`src/design/flash_host_pkg.sv`:
```
/*
 * Constants and types for the parallel NOR flash host controller.
 * Assumes a 125 MHz clock and a x16 flash with 21 word address bits.
 */
package flash_host_pkg;
	localparam int ADDR_W = 21;
	localparam int DATA_W = 16;
	localparam int CLK_NS = 8;
	// APB register byte offsets
	localparam logic [7:0] REG_CTRL = 8'h00;
	localparam logic [7:0] REG_ADDR = 8'h04;
	localparam logic [7:0] REG_WDATA = 8'h08;
	localparam logic [7:0] REG_STATUS = 8'h0c;
	localparam logic [7:0] REG_RDATA = 8'h10;
	localparam int OP_W = 4;
	localparam int ST_BUSY = 0;
	localparam int ST_READY = 1;
	localparam int ST_REFUSED = 2;
	// Flash command addresses and data
	localparam logic [20:0] UNLOCK1_ADDR = 21'h000555;
	localparam logic [20:0] UNLOCK2_ADDR = 21'h0002aa;
	localparam logic [20:0] QUERY_ADDR = 21'h000055;
	localparam logic [20:0] ANY_ADDR = 21'h000000;
	localparam logic [20:0] SECTOR_MASK = 21'h0ff000;
	localparam logic [7:0] KEY1 = 8'haa;
	localparam logic [7:0] KEY2 = 8'h55;
	localparam logic [7:0] CMD_RESET = 8'hf0;
	localparam logic [7:0] CMD_AUTOSEL = 8'h90;
	localparam logic [7:0] CMD_QUERY = 8'h98;
	localparam logic [7:0] CMD_SEC_ENTER = 8'h88;
	localparam logic [7:0] CMD_EXIT_TAIL = 8'h00;
	localparam logic [7:0] CMD_PROGRAM = 8'ha0;
	localparam logic [7:0] CMD_BYPASS = 8'h20;
	localparam logic [7:0] CMD_ERASE = 8'h80;
	localparam logic [7:0] CMD_CHIP = 8'h10;
	localparam logic [7:0] CMD_SECTOR = 8'h30;
	localparam logic [7:0] CMD_SUSPEND = 8'hb0;
	localparam logic [7:0] CMD_RESUME = 8'h30;
	// Strobe timing: least times round up
	localparam int T_WP_NS = 35;
	localparam int T_ACC_NS = 70;
	localparam int SYNC_CYC = 2;
	localparam logic [3:0] WE_CYC = 4'((T_WP_NS + CLK_NS - 1) / CLK_NS);
	localparam logic [3:0] RD_CYC = 4'((T_ACC_NS + CLK_NS - 1) / CLK_NS + SYNC_CYC);
	typedef enum logic [3:0] {
		OP_READ, OP_RESET, OP_AUTOSEL, OP_QUERY, OP_SEC_ENTER, OP_SEC_EXIT,
		OP_PROGRAM, OP_BYP_ENTER, OP_BYP_PROGRAM, OP_BYP_EXIT, OP_CHIP_ERASE,
		OP_SECTOR_ERASE, OP_SUSPEND, OP_RESUME
	} op_t;
	typedef struct packed {
		logic rd;
		logic [20:0] addr;
		logic [15:0] data;
		logic last;
	} step_t;
endpackage : flash_host_pkg

```
`src/design/flash_cycle_if.sv`:
```
/*
 * Carrier between the command sequencer and the bus cycle engine.
 * Assumes both ends run on the same clock.
 */
`timescale 1ns/10ps
interface flash_cycle_if;
	logic start;
	logic is_read;
	logic [20:0] addr;
	logic [15:0] wdata;
	logic done;
	logic [15:0] rdata;
	modport seq (output start, output is_read, output addr, output wdata,
		input done, input rdata);
	modport eng (input start, input is_read, input addr, input wdata,
		output done, output rdata);
endinterface : flash_cycle_if

```
`src/design/flash_cycle_engine.sv`:
```
/*
 * Runs one flash bus cycle, write or read, on the strobe pins.
 * Assumes a request only arrives after the previous cycle is done.
 */
`timescale 1ns/10ps
module flash_cycle_engine (
	input wire logic clock,
	input wire logic resetn,
	flash_cycle_if.eng cyc,
	output logic [20:0] flash_addr,
	output logic [15:0] flash_dq_out,
	output logic flash_dq_oe_n,
	input wire logic [15:0] flash_dq_in,
	output logic flash_ce_n,
	output logic flash_we_n,
	output logic flash_oe_n
);
	import flash_host_pkg::*;
	typedef enum logic [2:0] {E_IDLE, E_SETUP, E_STROBE, E_HOLD, E_DONE} eng_t;
	eng_t st_reg, st_next;
	logic rd_reg, rd_next;
	logic [3:0] cnt_reg, cnt_next;
	logic [20:0] addr_reg, addr_next;
	logic [15:0] wd_reg, wd_next, rdata_reg, rdata_next;
	logic [15:0] dq_s1_reg, dq_s2_reg;

	always_comb begin
		st_next = st_reg;
		rd_next = rd_reg;
		cnt_next = cnt_reg;
		addr_next = addr_reg;
		wd_next = wd_reg;
		rdata_next = rdata_reg;
		case (st_reg)
			E_IDLE: if (cyc.start) begin
				st_next = E_SETUP;
				rd_next = cyc.is_read;
				addr_next = cyc.addr;
				wd_next = cyc.wdata;
			end
			// Chip select leads, so the write strobe fall latches the address
			E_SETUP: begin
				st_next = E_STROBE;
				cnt_next = rd_reg ? RD_CYC : WE_CYC;
			end
			E_STROBE: if (cnt_reg == 4'h1) begin
				st_next = E_HOLD;
				if (rd_reg)
					rdata_next = dq_s2_reg;
			end else begin
				cnt_next = cnt_reg - 4'h1;
			end
			// Data stays driven past the write strobe rise
			E_HOLD: st_next = E_DONE;
			default: st_next = E_IDLE;
		endcase
	end

	always_ff @(posedge clock or negedge resetn) begin
		if (!resetn) begin
			st_reg <= E_IDLE;
			rd_reg <= 1'b0;
			cnt_reg <= 4'h0;
			addr_reg <= 21'h000000;
			wd_reg <= 16'h0000;
			rdata_reg <= 16'h0000;
			dq_s1_reg <= 16'h0000;
			dq_s2_reg <= 16'h0000;
		end else begin
			st_reg <= st_next;
			rd_reg <= rd_next;
			cnt_reg <= cnt_next;
			addr_reg <= addr_next;
			wd_reg <= wd_next;
			rdata_reg <= rdata_next;
			dq_s1_reg <= flash_dq_in;
			dq_s2_reg <= dq_s1_reg;
		end
	end

	assign flash_addr = addr_reg;
	assign flash_dq_out = wd_reg;
	assign flash_ce_n = !(st_reg == E_SETUP || st_reg == E_STROBE || st_reg == E_HOLD);
	assign flash_we_n = !(st_reg == E_STROBE && !rd_reg);
	assign flash_oe_n = !(st_reg == E_STROBE && rd_reg);
	// Bus released during reads so the flash can drive it
	assign flash_dq_oe_n = !(st_reg != E_IDLE && !rd_reg);
	assign cyc.done = st_reg == E_DONE;
	assign cyc.rdata = rdata_reg;
endmodule : flash_cycle_engine

```
`src/design/flash_host_ctrl.sv`:
```
/*
 * APB-programmed host that issues command sequences to a x16 NOR flash.
 * Assumes an APB master on the same clock and flash pins wired direct.
 */
// The APB slave port and the placing of the registers were left to the implementer.
// Operation
// - Autoselect is AA/555, 55/2AA, 90/555 then a read at offset.
// - Secured region entry ends 88/555; exit ends 90/555 then 00.
// - Word program is AA/555, 55/2AA, A0/555, then word at target.
// - Bypass entry ends 20/555 and precedes two-write programming.
// - Erase is six writes ending 10/555 chip or 30 at sector.
`timescale 1ns/10ps
module flash_host_ctrl (
	input wire logic clock,
	input wire logic resetn,
	input wire logic psel,
	input wire logic penable,
	input wire logic pwrite,
	input wire logic [7:0] paddr,
	input wire logic [31:0] pwdata,
	output logic [31:0] prdata,
	output logic pready,
	output logic pslverr,
	output logic [flash_host_pkg::ADDR_W-1:0] flash_addr,
	output logic [flash_host_pkg::DATA_W-1:0] flash_dq_out,
	output logic flash_dq_oe_n,
	input wire logic [flash_host_pkg::DATA_W-1:0] flash_dq_in,
	output logic flash_ce_n,
	output logic flash_we_n,
	output logic flash_oe_n,
	input wire logic flash_ready_busy_n
);
	import flash_host_pkg::*;
	typedef enum logic [1:0] {S_IDLE, S_ISSUE, S_WAIT} seq_t;
	seq_t st_reg, st_next;
	op_t op_reg, op_next;
	logic [2:0] idx_reg, idx_next;
	logic [20:0] addr_reg, addr_next;
	logic [15:0] wdata_reg, wdata_next, rdata_reg, rdata_next;
	logic refused_reg, refused_next;
	logic rb_s1_reg, rb_s2_reg;
	logic wr_en, rd_en, mapped, ctrl_wr, op_ok;
	step_t step;
	flash_cycle_if cyc ();

	flash_cycle_engine u_engine (
		.clock(clock),
		.resetn(resetn),
		.cyc(cyc.eng),
		.flash_addr(flash_addr),
		.flash_dq_out(flash_dq_out),
		.flash_dq_oe_n(flash_dq_oe_n),
		.flash_dq_in(flash_dq_in),
		.flash_ce_n(flash_ce_n),
		.flash_we_n(flash_we_n),
		.flash_oe_n(flash_oe_n)
	);

	// Command bytes go out with the upper byte cleared
	function automatic step_t wr_step(input logic [20:0] a, input logic [7:0] d,
		input logic last);
		wr_step = '{rd: 1'b0, addr: a, data: {8'h00, d}, last: last};
	endfunction : wr_step

	// One entry per bus cycle of each sequence
	function automatic step_t step_f(input op_t op, input logic [2:0] i,
		input logic [20:0] a, input logic [15:0] w);
		step_t s;
		logic [7:0] tail;
		s = wr_step(ANY_ADDR, CMD_RESET, 1'b1);
		tail = CMD_AUTOSEL;
		case (op)
			OP_SEC_ENTER: tail = CMD_SEC_ENTER;
			OP_PROGRAM: tail = CMD_PROGRAM;
			OP_BYP_ENTER: tail = CMD_BYPASS;
			OP_CHIP_ERASE, OP_SECTOR_ERASE: tail = CMD_ERASE;
			default: tail = CMD_AUTOSEL;
		endcase
		case (op)
			OP_READ: s = '{rd: 1'b1, addr: a, data: 16'h0000, last: 1'b1};
			OP_RESET: s = wr_step(ANY_ADDR, CMD_RESET, 1'b1);
			OP_QUERY: s = wr_step(QUERY_ADDR, CMD_QUERY, 1'b1);
			OP_SUSPEND: s = wr_step(ANY_ADDR, CMD_SUSPEND, 1'b1);
			OP_RESUME: s = wr_step(ANY_ADDR, CMD_RESUME, 1'b1);
			OP_BYP_PROGRAM: begin
				if (i == 3'h0)
					s = wr_step(ANY_ADDR, CMD_PROGRAM, 1'b0);
				else
					s = '{rd: 1'b0, addr: a, data: w, last: 1'b1};
			end
			OP_BYP_EXIT: begin
				if (i == 3'h0)
					s = wr_step(ANY_ADDR, CMD_AUTOSEL, 1'b0);
				else
					s = wr_step(ANY_ADDR, CMD_EXIT_TAIL, 1'b1);
			end
			default: begin
				// Unlock prefix shared by all long sequences
				case (i)
					3'h0: s = wr_step(UNLOCK1_ADDR, KEY1, 1'b0);
					3'h1: s = wr_step(UNLOCK2_ADDR, KEY2, 1'b0);
					3'h2: s = wr_step(UNLOCK1_ADDR, tail,
						op == OP_SEC_ENTER || op == OP_BYP_ENTER);
					3'h3: begin
						if (op == OP_AUTOSEL)
							s = '{rd: 1'b1, addr: a, data: 16'h0000, last: 1'b1};
						else if (op == OP_SEC_EXIT)
							s = wr_step(ANY_ADDR, CMD_EXIT_TAIL, 1'b1);
						else if (op == OP_PROGRAM)
							s = '{rd: 1'b0, addr: a, data: w, last: 1'b1};
						else
							s = wr_step(UNLOCK1_ADDR, KEY1, 1'b0);
					end
					3'h4: s = wr_step(UNLOCK2_ADDR, KEY2, 1'b0);
					default: begin
						if (op == OP_SECTOR_ERASE)
							s = wr_step(a & SECTOR_MASK, CMD_SECTOR, 1'b1);
						else
							s = wr_step(UNLOCK1_ADDR, CMD_CHIP, 1'b1);
					end
				endcase
			end
		endcase
		return s;
	endfunction : step_f

	assign step = step_f(op_reg, idx_reg, addr_reg, wdata_reg);
	assign wr_en = psel && penable && pwrite;
	assign rd_en = psel && penable && !pwrite;
	assign ctrl_wr = wr_en && paddr == REG_CTRL;
	assign op_ok = pwdata[OP_W-1:0] <= OP_RESUME;
	assign pready = 1'b1;

	always_comb begin
		mapped = 1'b1;
		prdata = 32'h00000000;
		if (paddr == REG_CTRL) begin
			prdata = {28'h0000000, op_reg};
		end else if (paddr == REG_ADDR) begin
			prdata = {11'h000, addr_reg};
		end else if (paddr == REG_WDATA) begin
			prdata = {16'h0000, wdata_reg};
		end else if (paddr == REG_STATUS) begin
			// Ready/busy and read-back data carry the flash progress bits
			prdata[ST_BUSY] = st_reg != S_IDLE;
			prdata[ST_READY] = rb_s2_reg;
			prdata[ST_REFUSED] = refused_reg;
		end else if (paddr == REG_RDATA) begin
			prdata = {16'h0000, rdata_reg};
		end else begin
			mapped = 1'b0;
		end
		pslverr = psel && penable && !mapped;
	end

	always_comb begin
		st_next = st_reg;
		op_next = op_reg;
		idx_next = idx_reg;
		addr_next = addr_reg;
		wdata_next = wdata_reg;
		rdata_next = rdata_reg;
		refused_next = refused_reg;
		if (wr_en && paddr == REG_STATUS && pwdata[ST_REFUSED])
			refused_next = 1'b0;
		if (wr_en && paddr == REG_ADDR && st_reg == S_IDLE)
			addr_next = pwdata[ADDR_W-1:0];
		if (wr_en && paddr == REG_WDATA && st_reg == S_IDLE)
			wdata_next = pwdata[DATA_W-1:0];
		case (st_reg)
			S_IDLE: if (ctrl_wr) begin
				if (op_ok) begin
					op_next = op_t'(pwdata[OP_W-1:0]);
					idx_next = 3'h0;
					st_next = S_ISSUE;
				end else begin
					refused_next = 1'b1;
				end
			end
			S_ISSUE: st_next = S_WAIT;
			default: if (cyc.done) begin
				if (step.rd)
					rdata_next = cyc.rdata;
				if (step.last) begin
					st_next = S_IDLE;
				end else begin
					idx_next = idx_reg + 3'h1;
					st_next = S_ISSUE;
				end
			end
		endcase
		// A new order while busy is refused; set wins over clear
		if (ctrl_wr && st_reg != S_IDLE)
			refused_next = 1'b1;
	end

	always_ff @(posedge clock or negedge resetn) begin
		if (!resetn) begin
			st_reg <= S_IDLE;
			op_reg <= OP_READ;
			idx_reg <= 3'h0;
			addr_reg <= 21'h000000;
			wdata_reg <= 16'h0000;
			rdata_reg <= 16'h0000;
			refused_reg <= 1'b0;
			rb_s1_reg <= 1'b0;
			rb_s2_reg <= 1'b0;
		end else begin
			st_reg <= st_next;
			op_reg <= op_next;
			idx_reg <= idx_next;
			addr_reg <= addr_next;
			wdata_reg <= wdata_next;
			rdata_reg <= rdata_next;
			refused_reg <= refused_next;
			rb_s1_reg <= flash_ready_busy_n;
			rb_s2_reg <= rb_s1_reg;
		end
	end

	assign cyc.start = st_reg == S_ISSUE;
	assign cyc.is_read = step.rd;
	assign cyc.addr = step.addr;
	assign cyc.wdata = step.data;
endmodule : flash_host_ctrl

```
`config.mk`:
```
export PLATFORM = sky130hd
export DESIGN_NAME = flash_host_ctrl
export DESIGN_NICKNAME = d
export VERILOG_FILES = /design/src/design/flash_host_pkg.sv /design/src/design/flash_cycle_if.sv /design/src/design/flash_cycle_engine.sv /design/src/design/flash_host_ctrl.sv
export SDC_FILE = /design/constraint.sdc
export NUM_CORES = 1
export LEC_CHECK = 0
export ABC_AREA = 1
export BUFFER_PORTS_ARGS = -buffer_cell sky130_fd_sc_hd__buf_2
export CAP_MARGIN = 10
export CORE_AREA = 2 2 120 122
export CTS_CLUSTER_SIZE = 16
export DETAILED_ROUTE_END_ITERATION = 7
export DIE_AREA = 0 0 122 124
export GPL_ROUTABILITY_DRIVEN = 0
export PLACE_DENSITY = 0.85
export SLEW_MARGIN = 20
export SYNTH_ARGS = -nofsm -noshare
export SYNTH_HDL_FRONTEND = slang
export SYNTH_SLANG_ARGS = --single-unit
export TNS_END_PERCENT = 5
```
`constraint.sdc`:
```
create_clock -name clock -period 3.9 [get_ports clock]
set_input_delay 0.39 -clock clock [delete_from_list [all_inputs] [get_ports clock]]
set_output_delay 0.39 -clock clock [all_outputs]
set_load 0.05 [all_outputs]
```
==> results of run 1 <==
==> critical path, delay by kind of cell (launching register included) <==
kind | cells | cell delay [ns]
AND/OR/NAND/NOR | 3 | 0.92
AO/OA/AOI/OAI | 3 | 0.85
flip-flops | 1 | 0.58
==> layout by cell type (no fill, tap or decap), types with 5 or more instances in the layout <==
master	synthesis	layout
nand3_1	38	38
nor2_2	5	5
a21oi_1	25	25
nand4_1	11	11
nor2_1	58	58
inv_2	9	9
dfrtp_1	158	158
conb_1	2	12
nand2_2	7	7
clkbuf_16	0	17
buf_4	18	5
inv_1	91	91
ha_1	7	7
buf_2	6	112
o21ai_1	5	5
nand2_1	259	259
o21ai_0	89	89
o21ai_2	18	18
==> worst min path at each step <==
stage	start	slack, ns	cells after the start	endpoint
after global placement	u_engine.dq_s1_reg[1]	0.33	0	u_engine.dq_s2_reg[1]
after floorplan	resetn	0.09	0	addr_reg[0]
after global routing	flash_dq_in[9]	0.06	1	u_engine.dq_s1_reg[9]
after CTS	resetn	0.06	1	wdata_reg[1]
after detailed placement	u_engine.dq_s1_reg[14]	0.33	0	u_engine.dq_s2_reg[14]
final	resetn	0.01	1	wdata_reg[1]
==> metal layers <==
| layer | part of all wire | track usage |
|---|---|---|
| met1 | 0.43 | 0.310 |
| met5 | 0 | 0 |
| met4 | 0.025 | 0.108 |
| met2 | 0.47 | 0.365 |
| met3 | 0.074 | 0.0577 |
==> final cells by class <==
cell class                 instances  area [um^2]  area share
antenna                            2         5.00    0.000588
clock buffer                      22          484      0.0569
clock inverter                     9         86.3      0.0101
inverter                         103          397      0.0466
multi-input combinational        570         2750       0.323
sequential                       158         3950       0.465
tap                              180          225      0.0265
timing repair buffer             118          609      0.0716
==> cell families (layout without fill, tap and decap cells) <==
| kind of cell | count (synthesis) | count (layout) | share of synthesized area |
|---|---|---|---|
| AO/OA/AOI/OAI | 155 | 155 | 0.126 |
| XOR/XNOR | 1 | 1 | 0.00120 |
| adder cells (fa/ha/maj) | 7 | 7 | 0.0120 |
| buffers and inverters | 142 | 252 | 0.0877 |
| flip-flops | 158 | 158 | 0.541 |
| other | 2 | 14 | 0.00103 |
| AND/OR/NAND/NOR | 395 | 395 | 0.231 |
==> stage by stage <==
step,util,hold slack (ns)
global placement,0.578,0.333
floorplan,-,0.0944
CTS,0.620,0.0603
detailed placement,0.578,0.335
finish,0.620,0.00980
global route,0.620,0.0596
==> power by group through the flow <==
| stage | clock network, W | registers [W] | logic, W |
|---|---|---|---|
| floorplan | 0 | 0.00215 | 0.000758 |
| global placement | 0 | 0.00201 | 0.00114 |
| detailed placement | 0 | 0.00203 | 0.00117 |
| CTS | 0.00159 | 0.00200 | 0.00118 |
| global route | 0.00167 | 0.00203 | 0.00131 |
| finish | 0.00157 | 0.00200 | 0.00118 |
==> impl_metrics.ini, run 1 <==
[run_status]
status = completed

[logic_synthesis]
post-synth-top-count-cell = nand2_1
synth-seq-cells = 158
synth-main-ff-cell = dfrtp_1
async_reset_ff_frac = 1.00
synth_area_um2 = 7310
synth_common_cells = nand2_1, dfrtp_1, inv_1
netlist.area_leader.share = 0.541
syn_inst = 860
synth_area_leader_cell = dfrtp_1
ys_types = 43
yosys-top-cells-area = dfrtp_1, nand2_1, o21ai_0
yosysWarnings = 0
synth.avg_cell_area_um2 = 8.50
yosysSeqAreaShare = 0.541
synth_edf_count = 0

[pwr]
p_clk_frac = 0.331
p_leak_nw = 4.53
pwr-share-seq = 0.421
max-vdd-ir-drop_v = 0.000337
combPwrFrac = 0.248
power.internal_w = 0.00313
p_per_area_nw_per_um2 = 559
swShare = 0.342
p_sw_w = 0.00162
fin_total_pwr_w = 0.00475

[grt]
grt_use_total = 0.234
antenna_found_initial = 1
grt_first_pass_wirelength_mm = 27.1
globalRoute.totalOverflow = 0
grt_max_degree = 92
grt_pass1_vias = 5585

[setup_path]
r2r_slack_ns = 1.45
cp_cell_sequence = nand2_1 > a21oi_2 > o21ai_2 > nand3_2 > nand2_1 > o21ai_2
timing.rr.end = rdata_reg[15]
crit_slowest_cell = dfrtp_1
critPathArrivalTime_ns = 2.78
end_kind = flip-flop
cp-start-kind = flip-flop
crit_end = rdata_reg[15]
critPathLaunch = op_reg[1]
rr_startpoint = op_reg[1]
worst-r2r-cell-count = 6
critical_path_class = flip-flop to flip-flop
worstPathRequired_ns = 4.23
worstPathMaxFanout = 32
slowest_delay_ns = 0.58

[sta]
slew_headroom = 0.339
layout_setup_ws_ns = 1.45
rsz0062_at_grt = false
hold_viol_final = 0
setup_tns_ns = 0
fmax_mhz = 409
final-max-slew-violation-count = 0
post-route-period-util = 0.628
fin_skew_ns = 0.00882
setup_viol = 0
tightest_slew_ns = 0.990
fin_crit_ns = 2.45

[cts]
clk_latency_ns = 0.42
post-cts-setup-buffer-count = 0
cts.hold.buffers_added = 0
clock_sinks = 158
clkTransAtPathRegs_ns = 0.06
cts.root.buffer_cell = clkbuf_16
cts_tree = done
cts-buffers-inserted = 17
cts_repair_resize_count = 0
h-tree-depth = 4
clockBufferDepth = 2

[floorplan]
rows = 43
die_w_um = 122
dieArea_um2 = 15100
core-area_um2 = 13700
initial_utilization = 0.533
die_y_um = 124
ios = 137

[placed_design]
io_buffers = 113
dp_hpwl_mm = 11.6
dpl_cell_area_um2 = 7940
place_inst = 1129
preCtsSetupSlack_ns = 1.45

[detailed_routing]
via_per_inst = 5.17
drtIter0Drc = 564
drt-wirelength-per-cell_um = 14.3
firstDrtPassIters = 5
drc_errors = 0
postRouteAntennaNets = 0
routed_wl_mm = 16.6
vias = 6012

[finish]
fillers = 1166
final_net_count = 1037
postLayoutCellArea_um2 = 8510
layout-drive-gt1-share = 0.211
area_delta_synth_final_pct = 16.5
fin_cells = 1162

[job]
maxCapViolCount = 0

[worst_hold_path]
holdCritPathClass = primary input to async pin
(Power assumes the default switching activity.)
==> inputs of run 2 (changes only) <==
--- a/config.mk
+++ b/config.mk
@@ -5,13 +5,13 @@
 export SDC_FILE = /design/constraint.sdc
 export NUM_CORES = 1
 export LEC_CHECK = 0
-export ABC_AREA = 1
+export ABC_AREA = 0
 export BUFFER_PORTS_ARGS = -buffer_cell sky130_fd_sc_hd__buf_2
 export CAP_MARGIN = 10
-export CORE_AREA = 2 2 120 122
+export CORE_AREA = 2 2 118 120
 export CTS_CLUSTER_SIZE = 16
 export DETAILED_ROUTE_END_ITERATION = 7
-export DIE_AREA = 0 0 122 124
+export DIE_AREA = 0 0 120 122
 export GPL_ROUTABILITY_DRIVEN = 0
 export PLACE_DENSITY = 0.85
 export SLEW_MARGIN = 20
==> constraint.sdc (replaced) <==
create_clock -name clock -period 2.5 [get_ports clock]
set_input_delay 0.25 -clock clock [delete_from_list [all_inputs] [get_ports clock]]
set_output_delay 0.25 -clock clock [all_outputs]
set_load 0.05 [all_outputs]
==> run 2 against run 1 <==
  * Clock skew shrank 0.0027 ns
  * Worst hold slack better by 0.059 ns
  * Power up 40%
  * The flow now finishes with violations (DRC)
  * Die area decreased by 3.2%
  * First-iteration DRC count is 3.4% higher
  * Setup slack lost 1.3 ns
  * Synthesized cell count shrank 29%
  * Largest power group unchanged
  * Wire length rose by 1.7%
==> impl_metrics.ini, run 2 <==
[finish]
final_net_count = 815
register_area_um2 = 3950
fin_cells = 938
layout-drive-gt1-share = 0.338
layout_common_cells = dfrtp_1, buf_2, mux2_2
multi_input_area_um2 = 2860
area_delta_synth_final_pct = 22.6
fillers = 990
postLayoutCellArea_um2 = 8680
final_common_cell = dfrtp_1

[logic_synthesis]
synth-seq-cells = 158
netlist.area_leader.share = 0.559
post-synth-top-count-cell = dfrtp_1
yosysSeqAreaShare = 0.559
synth_area_um2 = 7080
yosysWarnings = 0
ys_types = 61
synth_edf_count = 0
yosys-top-cells-area = dfrtp_1, mux2_2, a22o_1
synth.avg_cell_area_um2 = 11.6
async_reset_ff_frac = 1.00
synth_area_leader_cell = dfrtp_1
synth_common_cells = dfrtp_1, mux2_2, nand2_1
synth-main-ff-cell = dfrtp_1
syn_inst = 609

[grt]
grt_max_degree = 59
antenna_found_initial = 3
globalRoute.totalOverflow = 0
grt_use_total = 0.237
grt_first_pass_wirelength_mm = 27.0
grt_pass1_vias = 5303

[pwr]
p_leak_nw = 4.39
max-vdd-ir-drop_v = 0.000544
p_per_area_nw_per_um2 = 767
fin_total_pwr_w = 0.00665

[sta]
final-max-slew-violation-count = 0
hold_viol_final = 0
rsz0062_at_grt = false
fin_skew_ns = 0.00612
hold_ws_ns = 0.0690
tightest_slew_ns = 0.665
slew_headroom = 0.557
setup_tns_ns = 0
fin_crit_ns = 2.39
fmax_mhz = 419
setup_viol = 0
post-route-period-util = 0.954

[setup_path]
worstPathMaxFanout = 21
critical_path_class = flip-flop to output port
cp-start-kind = flip-flop
critPathArrivalTime_ns = 2.14
worstPathRequired_ns = 2.25
end_kind = output port

[floorplan]
dieArea_um2 = 14600
initial_utilization = 0.524
die_w_um = 120
core-area_um2 = 13500
ios = 137
rows = 43
die_y_um = 122

[cts]
cts.root.buffer_cell = clkbuf_16
h-tree-depth = 4
post-cts-setup-buffer-count = 0
clockBufferDepth = 2
clkTransAtPathRegs_ns = 0.06
cts_tree = done
clk_latency_ns = 0.42
clock_sinks = 158
cts-buffers-inserted = 17

[run_status]
status = finished, violations left
violations = DRC

[placed_design]
io_buffers = 113
place_inst = 889
dpl_cell_area_um2 = 7920
dp_hpwl_mm = 11.9

[detailed_routing]
drtIter0Drc = 583
vias = 5478
via_per_inst = 5.84
postRouteAntennaNets = 0
firstDrtPassIters = 8
drt-wirelength-per-cell_um = 18.0
routed_wl_mm = 16.9
drc_errors = 1

[job]
maxCapViolCount = 0

[worst_hold_path]
holdCritPathClass = primary input to flip-flop
[run 2: cell types whose count changed after synthesis, moves of 12 or more]
cell / previous run / this run
nand2b_1: 0 / 12
nor2_1: 58 / 38
o21ai_2: 18 / 0
mux2_2: 0 / 62
o21ai_0: 89 / 24
clkbuf_1: 12 / 24
inv_1: 91 / 23
nand3_1: 38 / 9
nand2_1: 259 / 43
a222oi_1: 0 / 12
a22o_1: 0 / 21
[run 2: repair_timing]
action / CTS / global route
endpoints found under the setup margin: 16 / 27
hold endpoints to repair: 73 / 0
hold buffers: 18 / 0
gates resized for setup: 1 / 3
[run 2: through the flow]
step                worst slack, ns   util
global placement              0.186  0.586
CTS                           0.136  0.641
global route                 0.0207  0.642
detailed placement            0.103  0.586
finish                        0.115  0.642
floorplan                     0.221      -
[run 2: cell families (layout without fill, tap and decap cells)]
kind of cell | after synthesis | count (layout) | share of synthesized area
AOI/OAI and AO/OA | 141 | 141 | 0.143
adders and majority gates | 7 | 7 | 0.0124
buffers and inverters | 68 | 206 | 0.0445
DFF | 158 | 158 | 0.559
muxes | 76 | 76 | 0.127
other | 2 | 13 | 0.00106
and+or+nand+nor | 157 | 157 | 0.113
[run 2: final cells by class]
type | count | share of cell area
Inverter | 23 | 0.00995
Clock buffer | 19 | 0.0522
Multi-Input combinational cell | 393 | 0.330
Clock inverter | 11 | 0.0128
Tap cell | 180 | 0.0260
Antenna cell | 1 | 0.000288
Timing Repair Buffer | 153 | 0.113
Sequential cell | 158 | 0.456
[run 2: worst max-delay path, stage by stage (launching register included)]
cell and delay [ns]:
dfrtp_1 0.77, mux4_2 0.36, nand2b_1 0.06, a21oi_1 0.21, buf_2 0.31
[run 2: worst paths after layout]
kind	endpoint	cells after the start	slack, ns	startpoint
max	prdata[0]	4	0.11	op_reg[0]
min reg2reg	u_engine.dq_s2_reg[5]	0	0.35	u_engine.dq_s1_reg[5]
max in group asynchronous	addr_reg[20]	3	1.44	resetn
min	addr_reg[18]	2	0.07	pwdata[18]
max reg2reg	u_engine.flash_addr[15]	8	0.15	idx_reg[2]
min in group asynchronous	u_engine.dq_s1_reg[2]	2	0.36	resetn
[run 2: power by group]
part           total [W]  internal, W  switching [W]
Sequential       0.00305      0.00284       0.000216
Clock            0.00244      0.00142        0.00101
Combinational    0.00116     0.000488       0.000675
Total            0.00665      0.00475        0.00190
[run 2: layer usage]
layer / wire [um] / GRT usage / up-vias
met3: 1340 / 0.0674 / 67
met5: 7 / 0 / -
li1: - / - / 2450
met4: 669 / 0.110 / 2
met1: 6710 / 0.306 / 2662
met2: 8190 / 0.373 / 297
